### config.mk
export PLATFORM = sky130hd
export DESIGN_NAME = lvds_display_serializer
export DESIGN_NICKNAME = d
export VERILOG_FILES = /design/src/lvds_ser_pkg.sv /design/src/lvds_display_serializer.sv
export SDC_FILE = /design/constraint.sdc
export NUM_CORES = 1
export LEC_CHECK = 0
export BUFFER_PORTS_ARGS = -buffer_cell sky130_fd_sc_hd__buf_2
export CAP_MARGIN = 10
export CORE_MARGIN = 5
export CORE_UTILIZATION = 63
export DETAILED_ROUTE_END_ITERATION = 6
export GPL_TIMING_DRIVEN = 1
export PLACE_DENSITY = 0.82
export SYNTH_ARGS = -nofsm -noshare
export SYNTH_HDL_FRONTEND = slang
export SYNTH_SLANG_ARGS = --single-unit
### constraint.sdc
create_clock -name clk_i -period 7 [get_ports clk_i]
set_clock_uncertainty 0.2 [all_clocks]
set_input_delay 1.05 -clock clk_i [delete_from_list [all_inputs] [get_ports clk_i]]
set_output_delay 1.05 -clock clk_i [all_outputs]
set_load 0.005 [all_outputs]
### src/lvds_ser_pkg.sv
package lvds_ser_pkg;
  // Word and link geometry
  localparam int WORD_W = 21;
  localparam int CHAN_N = 3;
  localparam int SLOT_N = 7;
  localparam int SLOT_W = 3;
  localparam logic [SLOT_W-1:0] LAST_SLOT = 3'h6;
  localparam logic [SLOT_W-1:0] SLOT_STEP = 3'h7;

  // Forwarded clock level per slot, slot 0 in bit 0
  localparam logic [SLOT_N-1:0] FWD_CLK_PATTERN = 7'h63;

  // Input bit index for channel c, slot s at entry c*SLOT_N+s
  localparam logic [4:0] BIT_MAP [0:WORD_W-1] = '{
    5'h00, 5'h01, 5'h02, 5'h03, 5'h04, 5'h05, 5'h06,
    5'h07, 5'h08, 5'h09, 5'h0a, 5'h0b, 5'h0c, 5'h0d,
    5'h0e, 5'h0f, 5'h10, 5'h11, 5'h12, 5'h13, 5'h14};

  // Timing: system clock and input clock loss timeout
  localparam int CLK_PERIOD_PS = 5000;
  localparam int CLK_LOSS_NS = 200;
  localparam int CLK_LOSS_CYCLES = (CLK_LOSS_NS * 1000 + CLK_PERIOD_PS - 1) / CLK_PERIOD_PS;
  localparam int CNT_W = 6;
  localparam logic [CNT_W-1:0] LOSS_CNT = CNT_W'(CLK_LOSS_CYCLES);
  localparam int ACC_W = CNT_W + 1;

  // Link state, Gray coded along off -> lost -> arm -> run
  typedef enum logic [1:0] {
    ST_OFF  = 2'h0,
    ST_LOST = 2'h1,
    ST_ARM  = 2'h3,
    ST_RUN  = 2'h2
  } link_state_t;
endpackage

### src/lvds_display_serializer.sv
`timescale 1ns/10ps
// Behaviour
// - 21-bit word spread over three data channels
// - Capture one whole word every input clock
// - Forward phase-locked clock on fourth channel
// - Seven bits per channel per clock period
// - Static select picks rising or falling capture
// - Missing input clock drives all pairs low
// - No ordering needed between clock and power-down
// - Input clock runs from 18 to 68 MHz; all seven slots fit only in periods of 7 or more system clocks (35 ns)
// - Spread-spectrum input clock keeps serializing correctly
// - Power-down low puts all drivers high-impedance
// - Seven slots equally spaced over the period
module lvds_display_serializer #(
  parameter int FIFO_DEPTH = 2,
  parameter int FIFO_AW    = 1
) (
  // Clock and reset
  input  wire logic                                 clk_i,
  input  wire logic                                 sys_rst_i,
  // Parallel side pins
  input  wire logic                                 parallel_input_clock_i,
  input  wire logic [lvds_ser_pkg::WORD_W-1:0]      parallel_input_bits_i,
  input  wire logic                                 edge_rise_sel_i,
  input  wire logic                                 power_down_n_i,
  // Serial side pins
  output logic      [lvds_ser_pkg::CHAN_N-1:0]      serial_data_o,
  output logic                                      forwarded_serial_clock_o,
  output logic      [lvds_ser_pkg::CHAN_N:0]        pair_oe_n_o,
  // Buffer status
  output logic                                      buffer_ready_o
);
  import lvds_ser_pkg::*;

  // Synchronisers for all pins
  logic [1:0]        pclk_sync_ff;        // Input clock, two stages
  logic [1:0]        pd_sync_ff;          // Power-down, two stages
  logic [1:0]        esel_sync_ff;        // Edge select, two stages
  logic [WORD_W-1:0] din_meta_ff;         // Data, first stage
  logic [WORD_W-1:0] din_sync_ff;         // Data, second stage
  logic              pclk_prev_ff;        // Last synced clock level

  // Same depth on clock and data keeps their alignment
  always_ff @(posedge clk_i)
  begin
    if (sys_rst_i)
    begin
      pclk_sync_ff <= 2'h0;
      pd_sync_ff   <= 2'h0;
      esel_sync_ff <= 2'h0;
      din_meta_ff  <= '0;
      din_sync_ff  <= '0;
      pclk_prev_ff <= 1'b0;
    end
    else
    begin
      pclk_sync_ff <= {pclk_sync_ff[0], parallel_input_clock_i};
      pd_sync_ff   <= {pd_sync_ff[0], power_down_n_i};
      esel_sync_ff <= {esel_sync_ff[0], edge_rise_sel_i};
      din_meta_ff  <= parallel_input_bits_i;
      din_sync_ff  <= din_meta_ff;
      pclk_prev_ff <= pclk_sync_ff[1];
    end
  end

  // Edge decode
  wire pclk_s    = pclk_sync_ff[1];
  wire pd_on     = pd_sync_ff[1];         // High = not powered down
  wire rise_sel  = esel_sync_ff[1];
  wire edge_seen = pclk_s != pclk_prev_ff;
  wire cap_evt   = edge_seen && (pclk_s == rise_sel) && pd_on;

  // Loss detector and period measurement
  logic [CNT_W-1:0] idle_cnt_ff;          // Cycles since any clock edge
  logic [CNT_W-1:0] per_cnt_ff;           // Cycles since last capture
  logic [CNT_W-1:0] period_ff;            // Last measured period
  link_state_t      st_ff;
  link_state_t      nxt_st;

  wire clk_lost = idle_cnt_ff == LOSS_CNT;
  wire [CNT_W-1:0] per_now = (per_cnt_ff == LOSS_CNT) ? LOSS_CNT : per_cnt_ff + 6'h01;

  // Period is remeasured each cycle of the input clock, so slow drift
  // from spread spectrum is followed frame by frame
  always_ff @(posedge clk_i)
  begin
    if (sys_rst_i)
    begin
      idle_cnt_ff <= 6'h00;
      per_cnt_ff  <= 6'h00;
      period_ff   <= 6'h00;
    end
    else
    begin
      idle_cnt_ff <= edge_seen ? 6'h00 : (clk_lost ? LOSS_CNT : idle_cnt_ff + 6'h01);
      per_cnt_ff  <= cap_evt ? 6'h00 : per_now;
      if (cap_evt)
        period_ff <= per_now;
    end
  end

  // Link state: any ordering of power-down and clock arrival ends in run
  always_comb
  begin
    nxt_st = st_ff;
    case (st_ff)
      ST_OFF:  nxt_st = ST_LOST;
      ST_LOST: nxt_st = cap_evt ? ST_ARM : ST_LOST;
      ST_ARM:  nxt_st = cap_evt ? ST_RUN : ST_ARM;
      ST_RUN:  nxt_st = ST_RUN;
      default: nxt_st = ST_OFF;
    endcase
    if (!pd_on)
      nxt_st = ST_OFF;
    else if (clk_lost)
      nxt_st = ST_LOST;
  end

  always_ff @(posedge clk_i)
  begin
    if (sys_rst_i)
      st_ff <= ST_OFF;
    else
      st_ff <= nxt_st;
  end

  // Two-entry word buffer between capture and serializer
  logic [WORD_W-1:0]  fifo_mem [0:FIFO_DEPTH-1];
  logic [FIFO_AW-1:0] wr_ptr_ff;
  logic [FIFO_AW-1:0] rd_ptr_ff;
  logic [FIFO_AW:0]   count_ff;
  logic [WORD_W-1:0]  cur_word_ff;        // Word now on the wire

  wire running   = st_ff == ST_RUN;
  wire frame_go  = cap_evt && (st_ff == ST_ARM || running);
  wire fifo_full = count_ff == (FIFO_AW + 1)'(FIFO_DEPTH);
  wire fifo_emp  = count_ff == '0;
  wire push      = cap_evt && !fifo_full; // Full buffer refuses the word
  wire pop       = frame_go && !fifo_emp;

  // Pop at each frame start; a stalled frame start lets the buffer fill
  always_ff @(posedge clk_i)
  begin
    if (sys_rst_i || !pd_on)
    begin
      wr_ptr_ff   <= '0;
      rd_ptr_ff   <= '0;
      count_ff    <= '0;
      cur_word_ff <= '0;
    end
    else
    begin
      if (push)
      begin
        fifo_mem[wr_ptr_ff] <= din_sync_ff;
        wr_ptr_ff           <= wr_ptr_ff + 1'b1;
      end
      if (pop)
      begin
        cur_word_ff <= fifo_mem[rd_ptr_ff];
        rd_ptr_ff   <= rd_ptr_ff + 1'b1;
      end
      count_ff <= count_ff + (FIFO_AW + 1)'(push) - (FIFO_AW + 1)'(pop);
    end
  end

  // Slot timer: add 7 per cycle, step a slot per period's worth
  logic [SLOT_W-1:0] slot_ff;
  logic [ACC_W-1:0]  acc_ff;
  wire  [ACC_W-1:0]  acc_sum  = acc_ff + ACC_W'(SLOT_STEP);
  wire               slot_adv = running && !frame_go && (slot_ff != LAST_SLOT)
                                && (acc_sum >= {1'b0, period_ff});

  // Frame restarts at each capture; bit 6 absorbs the rounding
  always_ff @(posedge clk_i)
  begin
    if (sys_rst_i || !running || frame_go)
    begin
      slot_ff <= 3'h0;
      acc_ff  <= '0;
    end
    else
    begin
      slot_ff <= slot_adv ? slot_ff + 3'h1 : slot_ff;
      acc_ff  <= slot_adv ? acc_sum - {1'b0, period_ff} : acc_sum;
    end
  end

  // Per-channel bit pick through the single mapping table
  logic [CHAN_N-1:0] ser_bit;
  genvar c;
  generate
    for (c = 0; c < CHAN_N; c++)
    begin : g_chan
      assign ser_bit[c] = cur_word_ff[BIT_MAP[c * SLOT_N + int'(slot_ff)]];
    end
  endgenerate

  wire fwd_bit = FWD_CLK_PATTERN[slot_ff];
  // Power-down must silence the pairs at once, before the state leaves run
  wire drive_on = running && pd_on;

  // Output registers; only a running link drives non-zero data and clock levels
  always_ff @(posedge clk_i)
  begin
    if (sys_rst_i)
    begin
      serial_data_o            <= '0;
      forwarded_serial_clock_o <= 1'b0;
      pair_oe_n_o              <= '1;
      buffer_ready_o           <= 1'b0;
    end
    else
    begin
      serial_data_o            <= drive_on ? ser_bit : '0;
      forwarded_serial_clock_o <= drive_on ? fwd_bit : 1'b0;
      pair_oe_n_o              <= {(CHAN_N + 1){!pd_on}};
      buffer_ready_o           <= !fifo_full;
    end
  end
endmodule // lvds_display_serializer

# == Word level (Yosys, flattened, before mapping) ==
# Memory sizes are Yosys's and may differ from the RTL's. A register that Yosys moved wholly into a read port is not among the register bits.
# Cells that the tools add are included.
# totals
regBits,88
ramBits,42
romBits,488
inputBits,26
output_inout_bits,9
elab_cells,105
n_memories,5
# op_classes
addsub,11
magnitude_cmp,7
eq_ne,9
muxes,22
n_bitwise,5
n_reduce_logical,26
# mem_list
name,words,width,rd,rd_ports_with_merged_regs,wr,line_no,source
(no name shown),32,5,1,0,0,lvds_display_serializer.sv:195,assign ser_bit[c] = cur_word_ff[BIT_MAP[c * SLOT_N + int'(slot_ff)]];
(no name shown),32,5,1,0,0,lvds_display_serializer.sv:195,
(no name shown),32,5,1,0,0,lvds_display_serializer.sv:195,
fifo_mem,2,21,1,1,1,lvds_display_serializer.sv:128,logic [WORD_W-1:0] fifo_mem [0:FIFO_DEPTH-1];
(no name shown),8,1,1,1,0,lvds_display_serializer.sv:199,wire fwd_bit = FWD_CLK_PATTERN[slot_ff];
# ops
cell,count
32-bit by 6-bit >= comparator with 1-bit output (second input constant),3
3-bit inverter with 32-bit output,1
4-bit inverter with 32-bit output,1
5-bit inverter with 32-bit output,1
5-bit 2-to-1 mux,6
5-bit by 6-bit < comparator with 1-bit output (second input constant),3
1-bit binary-select mux with 5-bit select,3
6-bit by 1-bit adder with 6-bit output (second input constant),2
6-bit == test (second input constant),2
6-bit 2-to-1 mux,2
1-bit logical AND,9
1-bit 2-to-1 mux,8
2-bit one-hot mux with 4 select lines,1
2-bit OR reduction,4
7-bit by 3-bit adder with 7-bit output (second input constant),1
7-bit by 6-bit >= comparator with 1-bit output,1
7-bit 2-to-1 mux,1
7-bit by 6-bit subtractor with 7-bit output,1
2-bit == test (second input constant),3
3-bit OR reduction,2
4-bit by 3-bit adder with 5-bit output (first input constant),1
1-bit logical NOT,5
3-bit by 3-bit adder with 4-bit output (first input constant),1
2-bit logical NOT,2
other kinds (11),16

# == Logic depth before layout (Yosys ltp) ==
# Gate-level depths: netlist (run 1).
# logic_depth
ltp_word,9
mapped_depth,12
ltp_nobuf,11

# == Worst setup path before layout (run 1) ==
# OpenSTA, ideal clock, no wires.
# synth_path
path_type,input-to-reg
startpoint,input port sys_rst_i
endpoint,memory fifo_mem[0][0] (enable)
setup_time_ns,0.425
arrival_time_ns,3.145
required_time_ns,6.375
setup_slack_ns,3.230
stages,4
n_path_buf,3
cell_sequence,clkbuf_1 clkbuf_1 clkbuf_1 nor3_1
# synth_via
elab_chain_cells,3
# synth_lines
element,line_no,source
start: declaration,lvds_display_serializer.sv:20,"input wire logic sys_rst_i,"
1-bit logical OR,lvds_display_serializer.sv:144,if (sys_rst_i || !pd_on)
1-bit 2-to-1 mux,lvds_display_serializer.sv:144,
1-bit 2-to-1 mux (not written as such),lvds_display_serializer.sv:155,fifo_mem[wr_ptr_ff] <= din_sync_ff;
end: declaration,lvds_display_serializer.sv:128,
# No other way between the ends.

# == Final worst setup path (run 1) ==
# layout_path
startpoint,register pd_sync_ff[1]
endpoint,register count_ff[1]
# layout_via
elab_chain_cells,4
elab_cells_between_ends,8
classes_between,2 x add/sub; 6 x reduce/logical
# layout_lines
element,line_no,source
start: declaration,lvds_display_serializer.sv:37,logic [1:0] pd_sync_ff;
start signal: assignment,lvds_display_serializer.sv:58,"pd_sync_ff <= {pd_sync_ff[0], power_down_n_i};"
1-bit logical AND,lvds_display_serializer.sv:71,wire cap_evt = edge_seen && (pclk_s == rise_sel) && pd_on;
"1-bit logical AND, on equally long branches","lvds_display_serializer.sv:138, lvds_display_serializer.sv:135",
2-bit by 1-bit adder with 2-bit output / 1-bit logical AND (equally long branches),"lvds_display_serializer.sv:163, lvds_display_serializer.sv:139",
2-bit by 1-bit subtractor with 2-bit output,lvds_display_serializer.sv:163,count_ff <= count_ff + (FIFO_AW + 1)'(push) - (FIFO_AW + 1)'(pop);
end signal: assignment,lvds_display_serializer.sv:163,
end: declaration,lvds_display_serializer.sv:131,logic [FIFO_AW:0] count_ff;
# Parallel ways exist; a longest one is shown, timed or not.
# A chain may end at the register's enable or synchronous reset.

==> results.txt, run 1 <==
- Status: finished clean
- Worst IR Drop VDD: 0.000227 V
* Clock latency on the worst-skew pair: 530 ps
* Clock Power Share: 0.475
- For this block, the routed nets add up to 9950 um of wire.
- The routed layout has 3631 vias.
- After detailed routing, the average wire length per cell comes to 14.5 um.
- In this run the cell area of the synthesized design comes to 5950 um2.
* Clock tree from TritonCTS: built
* Sort of element at the end of the critical path: register
* Hold Crit Class: reg2reg
- Flop2flop setup slack: 3650 ps
- Fraction of synthesized cell area in xor and xnor cells: 0.0250
* Final critical-path share of the clock period: 0.479
* Worst-path fanout max: 44
- Clock tree synthesis selected as its root buffer the cell sky130_fd_sc_hd__clkbuf_8.
- Clock slew seen by the registers of the worst setup and hold paths: 70 ps
- Unrepaired setup endpoints after global routing: false
* Core region area: 9240 um2
- Post-route antenna net violation count: 0
* Die area: 11500 um2
- Critical register-to-register path startpoint: pd_sync_ff[1]
- Counting flops with a built-in enable in the synthesized netlist gives 42.
* Cells taking the most area after synthesis: sky130_fd_sc_hd__dfxtp_1 (37%), sky130_fd_sc_hd__edfxtp_1 (21%), sky130_fd_sc_hd__nor2b_1 (5.8%), sky130_fd_sc_hd__mux2i_1 (5.2%), sky130_fd_sc_hd__ha_1 (4.2%)
* Final max-slew violation count: 0
- Hold path cells: 0
- Critical path arrival: 3560 ps
* Leakage Power: 2.45 nW
- Number of buffer cells added on primary ports: 34
* Hold-critical path endpoint: fifo_mem[0][14]
* Hold buffer count at CTS: 0
- In the layout the commonest cells are sky130_fd_sc_hd__dfxtp_1 (110), sky130_fd_sc_hd__nor2b_1 (55), sky130_fd_sc_hd__nor2_1 (53).
- Adder-cell share of the synthesized area: 0.0454
* Max capacitance violation total: 0
- Worst Min Path Start: din_sync_ff[14]
- Counting along the longest clock path gives a buffer depth of 2.
- Depth of the worst register-to-register path: 9
- The number of antenna violations at the first check in global routing came to 0.
* Total overflow reported by the global router: 0
- Post-synthesis net count: 562
- Area share of the largest cell type after synthesis: 0.370
- The Yosys step of the flow raised 0 warnings.
- Largest net degree at the start of global routing: 63
- 0 antenna diodes ended up in the layout.
- In the global route stage, overall resource usage came out at 0.194.
- Hpwl dp: 6400 um
- Of the cells placed in the final design, the portion with a size suffix greater than 1 is 0.151.
- The die is 107 um tall.
- Compared with the post-synthesis result, the final layout area differs by 13.6%.
- DIE WIDTH: 107 um
* Combinational cell fraction of total power: 0.020
- Tightest slew margin relative to the limit: 0.190
* Weighted congestion reported at the end of routability-driven placement: 0.789
- 35 I/O pins were placed.
- Combinational family with the most area after synthesis: simple AND/OR/NAND/NOR gates
* Most used flip-flop cell after synthesis: sky130_fd_sc_hd__dfxtp_1
- The average instance in the mapped netlist occupies 11.6 um2.
- Most common library cell in the layout ignoring fill and taps: sky130_fd_sc_hd__dfxtp_1
- Data required, critical path: 7210 ps
- The share of total power dissipated in sequential elements is 0.505.
- At the pin with the least slew margin, the transition time is 1220 ps.
- Simple-Gate Fraction of Synth Area: 0.144
* Switching pwr: 0.000412 W
- At the end of the flow, the number of nets in the layout was 590.
- Most area-hungry cell type in the Yosys netlist: sky130_fd_sc_hd__dfxtp_1
- Summed over all failing endpoints, the final setup total negative slack is 0 ps.
* Number of global-route vias before repair: 3636
* Wire length of the first global-routing pass: 17400 um
* Initial core utilization: 0.644
* Number of distinct library cells after synthesis: 55
- In this run, CTS created clock tree buffers numbering 17.
* Max Clk Rate: 298 MHz
- FP Rows: 35
- First-pass DRT Iterations: 4
* Seq cells post-synth: 152
- By startpoint and endpoint, the worst setup path is classified as reg2reg.
- Power density over the cells: 272 nW/um2
* Count of instances resized after the clock tree is built: 0
- Number of hold violations in the final report: 0
- Crit start category: register
- In this run the number of H-tree levels came out at 4.
- After synthesis, the share of flip-flops with an asynchronous set or reset is 0.
* Min cycle time layout: 3350 ps
- For this block, the initial DRC count from the detailed router was 145.
- The clock drives 152 sinks.
- Compound-gate portion of the synthesized area: 0.0866
* Share of synthesized area occupied by flip-flops and latches: 0.582
* Switching power as a share of total power: 0.224
- Final hold slack: 226 ps
- Number of setup buffers added after CTS: 0
- Synthesis produced a netlist whose cell count is 515.
* Worst reg2reg endpoint: count_ff[1]
* Multiplexer fraction of the synthesized cell area: 0.0786
- Number of endpoints failing setup at the final stage: 0
- Fillcell total: 622
- DRC errors left: 0
- The internal portion of the total power is 0.00142 W.
* Detailed-route vias per instance: 5.30
[kinds of logic (layout without fill, tap and decap cells)]
kind of cell,Yosys count,after routing
simple gates,164,164
flops,152,152
compound gates,69,69
buf+inv,54,95
mux,38,38
fa+ha+maj,21,21
xor+xnor,17,17
[cell type report]
class                      count  area [um2]  area share
sequential                   152        3460       0.512
multi-input combinational    309        2270       0.335
clock buffer                  18         418      0.0618
timing repair buffer          38         200      0.0296
tap                          129         161      0.0239
clock inverter                14         158      0.0233
inverter                      25        93.8      0.0139
[stage by stage]
stage          cell area [um2]  worst slack (ps)  power [W]  cells   util
5_1_grt                   6760              3340    0.00191    685  0.732
6_report                  6760              3650    0.00184    685  0.732
4_1_cts                   6760              3670    0.00185    685  0.732
3_3_place_gp              6180              3810   0.000980    653  0.669
2_1_floorplan             5950              3230   0.000970    515      -
3_5_place_dp              6180              3720   0.000983    653  0.669
[worst max-delay path, stage by stage (launching register included)]
cell	delay, ps
sky130_fd_sc_hd__dfxtp_1	360
sky130_fd_sc_hd__nor4bb_1	290
sky130_fd_sc_hd__a31o_2	410
sky130_fd_sc_hd__o211a_1	1040
sky130_fd_sc_hd__ha_1	400
sky130_fd_sc_hd__inv_1	60
sky130_fd_sc_hd__ha_1	150
sky130_fd_sc_hd__xnor2_1	130
sky130_fd_sc_hd__xnor2_1	140
sky130_fd_sc_hd__nor2_1	50
[worst max path at each step]
stage / slack [ps] / startpoint / cells after the start / end
after floorplan: 3230 / sys_rst_i / 4 / fifo_mem[0][0]
final: 3650 / pd_sync_ff[1] / 9 / count_ff[1]
after global placement: 3810 / pd_sync_ff[1] / 9 / count_ff[1]
after CTS: 3670 / pd_sync_ff[1] / 9 / count_ff[1]
after global routing: 3340 / pd_sync_ff[1] / 9 / count_ff[1]
after detailed placement: 3720 / pd_sync_ff[1] / 9 / count_ff[1]
[sequential cells by signal, summed over array words and instances (netlist names), 3 cells and up]
| signal | flops |
|---|---|
| period_ff | 6 |
| din_meta_ff | 21 |
| din_sync_ff | 21 |
| per_cnt_ff | 6 |
| slot_ff | 3 |
| idle_cnt_ff | 6 |
| serial_data_o | 3 |
| cur_word_ff | 21 |
| acc_ff | 7 |
| fifo_mem | 42 |
[cell usage after synthesis, drive strengths merged, types with 2 or more instances]
cell type / count
or2: 2
clkbuf: 18
nor3: 6
a2111oi: 2
o21ai: 3
nand2: 20
a211oi: 29
nor2b: 55
xor2: 10
dfxtp: 110
o211ai: 4
inv: 24
mux4: 7
nor3b: 3
nand2b: 6
nor2: 53
o21a: 7
a21boi: 2
mux2i: 31
nand3: 7
and3: 2
a21oi: 6
o211a: 3
xnor2: 7
nand4b: 2
buf: 11
o31a: 2
nor4: 2
ha: 20
edfxtp: 42
[per-layer routing]
| layer | track usage | share of wire | vias up |
|---|---|---|---|
| li1 | - | - | 1843 |
| met1 | 0.248 | 0.47 | 1688 |
| met2 | 0.311 | 0.47 | 84 |
| met3 | 0.0620 | 0.047 | 16 |
| met4 | 0.0658 | 0.011 | 0 |
| met5 | 0 | 0 | - |
[power by group through the flow]
stage	clock network (W)	registers (W)	logic, W
after floorplan	0	0.000943	0.0000261
after global placement	0	0.000944	0.0000356
after detailed placement	0	0.000946	0.0000374
after CTS	0.000887	0.000927	0.0000381
after global routing	0.000938	0.000928	0.0000433
final	0.000872	0.000927	0.0000376
(Power assumes the default switching activity.)
==> run 2, diff against run 1 <==
--- a/config.mk
+++ b/config.mk
@@ -5,13 +5,14 @@
 export SDC_FILE = /design/constraint.sdc
 export NUM_CORES = 1
 export LEC_CHECK = 0
+export ABC_AREA = 1
 export BUFFER_PORTS_ARGS = -buffer_cell sky130_fd_sc_hd__buf_2
 export CAP_MARGIN = 10
 export CORE_MARGIN = 5
-export CORE_UTILIZATION = 63
+export CORE_UTILIZATION = 54
 export DETAILED_ROUTE_END_ITERATION = 6
 export GPL_TIMING_DRIVEN = 1
-export PLACE_DENSITY = 0.82
+export PLACE_DENSITY = 0.75
 export SYNTH_ARGS = -nofsm -noshare
 export SYNTH_HDL_FRONTEND = slang
 export SYNTH_SLANG_ARGS = --single-unit
==> constraint.sdc (replaced) <==
create_clock -name clk_i -period 2.8 [get_ports clk_i]
set_clock_uncertainty 0.2 [all_clocks]
set_input_delay 0.42 -clock clk_i [delete_from_list [all_inputs] [get_ports clk_i]]
set_output_delay 0.42 -clock clk_i [all_outputs]
set_load 0.005 [all_outputs]
==> results.txt, run 2 <==
* Status: finished clean
* Final std cells w/o fill: 923 (+35%)
* Library cell with the highest instance count after synthesis: sky130_fd_sc_hd__nand2_1
- The placed instance count was 874 (+34%).
- The per-instance average area after synthesis came to 8.64 um2 (-25%).
- The largest individual stage delay along the critical path comes from the cell sky130_fd_sc_hd__dfxtp_1.
* Area growth syn-to-layout: 18.8%
- Setup slack at placement: 87.6 ps (-3630 ps)
- The count of nets left with antenna violations after detail routing was 0 (unchanged).
- Number of distinct library cells after synthesis: 37 (-33%)
- The worst supply voltage drop on vdd is 0.000489 V (+120%).
- Fillcell total: 877 (+41%)
* Largest buffer count on any clock path: 2 (unchanged)
* First-pass DRT Iterations: 4 (unchanged)
- The number of antenna violations at the first check in global routing was 0 (unchanged).
* Cell-by-cell listing of the critical path: inv_1, ha_1, nand2_1, nand2_1, xnor2_2, ha_4, nand2_1, nor2_1, nand3_1, nand2_1, nor2_2, nand2_4, nand2_4, nand2_1, nand2_1, nor2_1
* Wire length of the first global-routing pass: 20400 um (+18%)
* CP bufs+invs: 1 (unchanged)
* Hpwl dp: 7590 um (+19%)
- The switching part of the total power was 0.185 (-0.0390).
* Number of synthesis warnings: 0 (unchanged)
- STA classifies the critical path startpoint as a register.
* Tightest slew margin relative to the limit: 0.531 (+0.341)
- The met3 wire length came to 539 um (+15%).
- The clock latency of the later-clocked register in the worst-skew pair was 410 ps (-120 ps).
- The area enclosed by the die boundary came to 13600 um2 (+19%).
* Layout net count: 814 (+38%)
- Among cell families on the critical path, the largest total delay comes from simple AND/OR/NAND/NOR gates.
- The delay of the slowest cell on the worst path came to 330 ps (-710 ps).
- Wire length on met2: 5730 um (+22%)
* Number of buffer cells added on primary ports: 34 (unchanged)
* Number of vias after detailed routing: 4532 (+25%)
* Area share of the largest cell type after synthesis: 0.357 (-0.0125)
- Weighted congestion reported at the end of routability-driven placement: 0.870 (+10%)
- Flop2flop setup slack: 210 ps (-3430 ps)
- DRC errors left: 0 (unchanged)
* Number of buffers added by the clock tree synthesis step: 17 (unchanged)
* Combinational cell fraction of total power: 0.025 (+0.005)
- The net switching power came to 0.000936 W (+130%).
- Category of the most critical setup path: reg2reg
- Core region area: 11300 um2 (+23%)
- The number of rows in the core area came to 39 (+11%).
* Data required, critical path: 2910 ps (-4300 ps)
* Total overflow reported by the global router: 0 (unchanged)
- The cell sitting at the root of the clock tree is a sky130_fd_sc_hd__clkbuf_16.
- In this design, the critical path's most frequently occurring cell is sky130_fd_sc_hd__nand2_1.
- The detailed router used layers up to and including met4.
- The register with the most flip-flops in the final layout is fifo_mem.
- Post-synth EDFFs: 42 (unchanged)
- Power density over the cells: 690 nW/um2 (+150%)
* Cell Area, Placed: 6430 um2 (+3.9%)
- The maximum level of the CTS H-tree was 4 (unchanged).
* Critical path arrival: 2690 ps (-870 ps)
* Most area-hungry cell type in the Yosys netlist: sky130_fd_sc_hd__dfxtp_1
* DIE WIDTH: 117 um (+9.0%)
* Flip-flop count of the largest register, all copies and words added: 42 (unchanged)
- N_diodes: 0 (unchanged)
- The post-layout instance area came to 7320 um2 (+8.2%).
- Leakage Power: 3.09 nW (+26%)
- Instance count of the mapped netlist: 713 (+38%)
- The fmax is 387 MHz (+30%).
- The fraction of final layout cells sized beyond drive strength 1 was 0.115 (-0.0357).
* Detailed-route vias per instance: 4.91 (-7.4%)
- STA classifies the critical path endpoint as a register.
* Initial core utilization: 0.544 (-0.100)
- The count of routing violations after the opening detailed-route iteration came to 286 (+97%).
* Number of global-route vias before repair: 4444 (+22%)
- Internal power: 0.00411 W (+190%)
- Detail-routed net length per standard cell: 12.6 um (-13%)
- CTS Sinks: 152 (unchanged)
* Final max-slew violation count: 0 (unchanged)
- The chip height came to 117 um (+9.0%).
- Most common library cell in the layout ignoring fill and taps: sky130_fd_sc_hd__nand2_1
- Commonest cells in the synthesized netlist: sky130_fd_sc_hd__nand2_1 (149), sky130_fd_sc_hd__inv_1 (112), sky130_fd_sc_hd__dfxtp_1 (110)
- The synthesized area came to 6160 um2 (+3.5%).
- Fraction of registers with async set/reset: 0 (unchanged)
* Most used flip-flop cell after synthesis: sky130_fd_sc_hd__dfxtp_1
* Number of hold violations in the final report: 0 (unchanged)
- Clock tree from TritonCTS: built
* Number of endpoints failing setup at the final stage: 0 (unchanged)
* Share of synthesized area occupied by flip-flops and latches: 0.562 (-0.0196)
- The overall routed net length was 11600 um (+17%).
* Cells taking the most area after synthesis: sky130_fd_sc_hd__dfxtp_1 (36%), sky130_fd_sc_hd__edfxtp_1 (20%), sky130_fd_sc_hd__nand2_1 (9.1%), sky130_fd_sc_hd__inv_1 (6.8%), sky130_fd_sc_hd__nor2_1 (5.3%)
- The maximum number of pins on one net before global-route repair came to 50 (-21%).
* Hold Crit Class: in2reg
- The net count of the mapped netlist is 760 (+35%).
- Min cycle time layout: 2590 ps (-767 ps)
- The worst-margin pin slew came to 697 ps (-518 ps).
* Max capacitance violation total: 0 (unchanged)
* Commonest non-fill, non-tap cells in the layout: sky130_fd_sc_hd__nand2_1 (149), sky130_fd_sc_hd__inv_1 (112), sky130_fd_sc_hd__dfxtp_1 (110)
* Seq cells post-synth: 152 (unchanged)
- Overall fraction of global-route tracks in use: 0.189 (-0.00454)
- Clock Power Share: 0.516 (+0.041)
- The wire length on met1 came to 5160 um (+10%).
* Final hold slack: 16.5 ps (-210 ps)
- The final setup slack of the worst path is 215 ps (-3430 ps).
* Final critical-path share of the clock period: 0.923 (+0.444)
* Clock slew seen by the registers of the worst setup and hold paths: 60 ps (about the same)
- The number of top-level design ports came to 35 (unchanged).
- Worst-path fanout max: 12 (-73%)
- Part of the total power dissipated in sequential elements: 0.459 (-0.046)
run 2: changes by cell type after synthesis, sizes merged, moves of 29 or more:
| cell | change |
|---|---|
| inv | +90 |
| o21ai | +29 |
| nor2 | +35 |
| nand2 | +131 |
| nor2b | -55 |
| nand3 | +30 |
| a21oi | +45 |
| mux2i | -31 |
run 2: worst paths after layout:
kind | from | endpoint | depth (start not counted)
worst max-delay path | acc_ff[0] | acc_ff[3] | 16
worst min-delay path | parallel_input_bits_i[6] | din_meta_ff[6] | 3
worst min register to register | din_meta_ff[11] | din_sync_ff[11] | 2
worst max register to register | acc_ff[0] | acc_ff[3] | 16
run 2: worst register-to-register path: cells and delay by family (launching register included):
family | cells | cell delay, ps
xor gates and xnor gates | 1 | 260
adders and majority gates | 2 | 480
buffers and inverters | 1 | 70
DFF | 1 | 330
and+or+nand+nor | 12 | 1120
run 2: logic make-up (layout without fill, tap and decap cells):
family | after synthesis | count (layout) | share of synthesized area
buffers and inverters | 141 | 208 | 0.0952
AND/OR/NAND/NOR | 288 | 288 | 0.194
AO/OA/AOI/OAI | 96 | 96 | 0.0837
flip-flops | 152 | 152 | 0.562
XOR/XNOR | 15 | 15 | 0.0213
adder cells (fa/ha/maj) | 21 | 21 | 0.0439
run 2: through the flow:
stage                      util  power [W]  TNS, ps
final                     0.646    0.00505        0
after global routing      0.646    0.00522    -14.3
after global placement    0.568    0.00246        0
after floorplan               -    0.00243        0
after CTS                 0.643    0.00509        0
after detailed placement  0.568    0.00247        0
run 2: repair_timing:
item,4_1_cts,5_1_grt
hold buffers,16,0
gates resized for setup,0,5
buffers inserted,0,1
endpoints found under the setup margin,0,10
hold endpoints to repair,16,0
run 2: metal layers:
layer	GRT usage	vias up
li1	-	2353
met1	0.233	2054
met2	0.320	105
met3	0.0494	20
met4	0.0711	0
met5	0	-
run 2: power by group through the flow:
stage	combinational (W)	sequential (W)	clock (W)
after floorplan	0.0000708	0.00236	0
after global placement	0.0000982	0.00236	0
after detailed placement	0.000104	0.00236	0
after CTS	0.000125	0.00232	0.00265
after global routing	0.000144	0.00232	0.00275
final	0.000124	0.00232	0.00260
run 2: cell type report:
cell class              count  area, um2  share of cell area
multi-input cells         420       2140               0.293
well taps                 143        179              0.0245
clock buffers              22        475              0.0650
inverters                 116        437              0.0597
flip-flops and latches    152       3460               0.473
repair buffers             60        405              0.0554
clock inverters            10        214              0.0292
==> run 3, diff against run 2 <==
--- a/config.mk
+++ b/config.mk
@@ -9,10 +9,10 @@
 export BUFFER_PORTS_ARGS = -buffer_cell sky130_fd_sc_hd__buf_2
 export CAP_MARGIN = 10
 export CORE_MARGIN = 5
-export CORE_UTILIZATION = 54
+export CORE_UTILIZATION = 40
 export DETAILED_ROUTE_END_ITERATION = 6
 export GPL_TIMING_DRIVEN = 1
-export PLACE_DENSITY = 0.75
+export PLACE_DENSITY = 0.58
 export SYNTH_ARGS = -nofsm -noshare
 export SYNTH_HDL_FRONTEND = slang
 export SYNTH_SLANG_ARGS = --single-unit
==> results.txt, run 3 (synthesis gave the netlist of run 2 again) <==
- Detailed-route vias per instance: 4.51 (-8.1%)
- Internal power: 0.00373 W (-9.2%)
- TritonCTS built the clock tree.
- Commonest non-fill, non-tap cells in the layout: sky130_fd_sc_hd__nand2_1 (149), sky130_fd_sc_hd__inv_1 (112), sky130_fd_sc_hd__dfxtp_1 (110)
* Hold path cells: 2 (-1)
* Number of hold violations in the final report: 0 (unchanged)
* Category of the most critical setup path: reg2reg
- CP bufs+invs: 1 (unchanged)
- Final critical-path share of the clock period: 0.916 (-0.00710)
- The flow ran to the end, and the final reports show no timing, DRC or antenna violations.
- Post-route antenna net violation count: 0 (unchanged)
* Most used cell, CP: sky130_fd_sc_hd__nand2_1
* DRC errors left: 0 (unchanged)
* Hold-critical path endpoint: buffer_ready_o
- Biggest register: fifo_mem
* Flip-flop count of the largest register, all copies and words added: 42 (unchanged)
* Fraction of layout cells with a size suffix above 1: 0.114 (-0.00103)
* FP Rows: 45 (+15%)
* DIE WIDTH: 134 um (+15%)
* Cell-by-cell listing of the critical path: inv_1, ha_1, nand2_1, nand2_1, xnor2_2, ha_4, nand2_1, nor2_1, nand3_1, nand2_1, nor2_1, nand2_4, nand2_4, nand2_1, a21oi_1
* Family with the most delay on the worst path: simple AND/OR/NAND/NOR gates
- The worst register-to-register path ends at slot_ff[1].
* Clock Power Share: 0.480 (-0.036)
* Post-route cell area: 7350 um2 (+0.51%)
- Layout net count: 822 (+0.98%)
- The number of buffers on the longest clock path came to 2 (unchanged).
* Worst slew pin tran: 719 ps (+22.1 ps)
- The number of iterations in the first detailed-routing pass came to 4 (unchanged).
- The number of setup buffers added after CTS is 0 (unchanged).
* Clock slew seen by the registers of the worst setup and hold paths: 60 ps (about the same)
* Number of global-route vias before repair: 4177 (-6.0%)
* Weighted congestion reported at the end of routability-driven placement: 0.833 (-4.3%)
- The internal reg-to-reg setup slack came to 230 ps (+20 ps).
* Cell Area, Placed: 6490 um2 (+0.99%)
* Part of the total power dissipated in sequential elements: 0.493 (+0.034)
- Overall fraction of global-route tracks in use: 0.135 (-0.0541)
- Die Span Y: 134 um (+15%)
- The net switching power is 0.000964 W (+3.0%).
- Crit start category: register
* Overall routed net length: 11200 um (-3.9%)
- Fillcell total: 1412 (+61%)
- The area enclosed by the die boundary came to 18000 um2 (+32%).
- The slowest stage of the critical path belongs to the cell sky130_fd_sc_hd__dfxtp_1.
* Core region area: 15100 um2 (+34%)
- Min cycle time layout: 2570 ps (-19.9 ps)
* Number of buffer cells added on primary ports: 34 (unchanged)
* Final max-slew violation count: 0 (unchanged)
- The worst setup path is captured at a register.
- Starting DRC count in detailed routing: 272 (-4.9%)
- The cell area power density was 639 nW/um2 (-7.4%).
- CTS Sinks: 152 (unchanged)
* Depth of the worst register-to-register path: 15 (-1)
* N_diodes: 0 (unchanged)
- Total I/O pin count: 35 (unchanged)
- Critical register-to-register path startpoint: acc_ff[0]
- Worst Min Path Start: sys_rst_i
- Critical path arrival: 2710 ps (+20 ps)
- Worst IR Drop VDD: 0.000397 V (-19%)
- The detailed-placement wirelength estimate was 7750 um (+2.2%).
- Tightest slew margin relative to the limit: 0.516 (-0.0149)
- Switching power as a share of total power: 0.205 (+0.0198)
- The total congestion overflow after global routing came to 0 (unchanged).
* Worst-path fanout max: 12 (unchanged)
- The leakage power of the design is 3.07 nW (-0.49%).
- The wire length of the first global-routing pass is 19600 um (-4.2%).
- The clock latency of the later-clocked register in the worst-skew pair was 420 ps (about the same).
- The tightest min-delay check is of the in2reg type.
- Detail-routed net length per standard cell: 11.5 um (-9.0%)
- Combinational cell fraction of total power: 0.027 (+0.002)
- The area growth from synthesis to layout is 19.4%.
* Setup slack at placement: 106 ps (+18.6 ps)
- The final-report setup violation count came to 0 (unchanged).
* Clock Tree Root: sky130_fd_sc_hd__clkbuf_16
- Number of cells on the critical path: 15 (-1)
* Setup TNS: 0 ps (unchanged)
* Max Clk Rate: 390 MHz (+0.77%)
- The initial core utilization came to 0.407 (-0.137).
- Most common library cell in the layout ignoring fill and taps: sky130_fd_sc_hd__nand2_1
- The number of buffers added by the clock tree synthesis step is 17 (unchanged).
- Initial antenna violation count: 0 (unchanged)
- The data required time of the worst path is 2940 ps (+30 ps).
* Number of vias after detailed routing: 4400 (-2.9%)
- The delay of the slowest cell on the worst path was 330 ps (about the same).
- Setup repair after global routing left no endpoint under its margin.
* Max capacitance violation total: 0 (unchanged)
* Final design utilization: 0.486 (-0.161)
- The maximum level of the CTS H-tree came to 4 (unchanged).
* Largest net degree at the start of global routing: 50 (unchanged)
* Final setup margin: 234 ps (+19.9 ps)
[run 3: cell count changes in the layout (fill, tap and decap cells not counted), sizes merged]
cell / delta
dlygate4sd3: +8
inv: +5
bufinv: -4
clkbuf: -3
clkinvlp: +2
clkinv: -1
[run 3: through the flow]
stage / std cells / total power [W] / hold WS [ps]
final: 975 / 0.00470 / 98.2
after global routing: 975 / 0.00488 / 100
after CTS: 975 / 0.00476 / 80.6
after detailed placement: 920 / 0.00247 / 192
after global placement: 920 / 0.00246 / 192
after floorplan: 713 / 0.00243 / 188
[run 3: timing repair]
item                                    in CTS  in global routing
hold endpoints to repair                    24                  0
hold buffers                                24                  0
resized for setup                            0                  4
endpoints found under the setup margin       0                 10
[run 3: layout make-up]
| type | count | area (um2) | area share |
|---|---|---|---|
| multi-input cells | 420 | 2140 | 0.291 |
| flip-flops and latches | 152 | 3460 | 0.471 |
| clock inverters | 12 | 139 | 0.0189 |
| well taps | 188 | 235 | 0.0320 |
| inverters | 116 | 437 | 0.0594 |
| repair buffers | 68 | 485 | 0.0660 |
| clock buffers | 19 | 454 | 0.0618 |
[run 3: power by group through the flow]
stage	clock network (W)	logic [W]	registers (W)
after floorplan	0	0.0000708	0.00236
after global placement	0	0.000100	0.00236
after detailed placement	0	0.000104	0.00236
after CTS	0.00232	0.000129	0.00232
after global routing	0.00241	0.000150	0.00232
final	0.00225	0.000128	0.00232
[run 3: worst max-delay path by stage]
stage                    start              to  slack, ps
3_5_place_dp         acc_ff[0]       acc_ff[3]        110
3_3_place_gp         acc_ff[0]       acc_ff[3]        180
6_report             acc_ff[0]      slot_ff[1]        230
5_1_grt              acc_ff[0]       acc_ff[3]          2
2_1_floorplan  pclk_sync_ff[1]  fifo_mem[0][0]        230
4_1_cts              acc_ff[0]       acc_ff[3]         90
[run 3: routing by layer]
metal | wire (um) | share of wire | vias to the layer above | global-route usage
met3 | 357 | 0.032 | 12 | 0.0319
met1 | 5450 | 0.49 | 1945 | 0.177
met4 | 187 | 0.017 | 0 | 0.0617
met2 | 5170 | 0.46 | 82 | 0.213
li1 | - | - | 2361 | -
met5 | 0 | 0 | - | 0
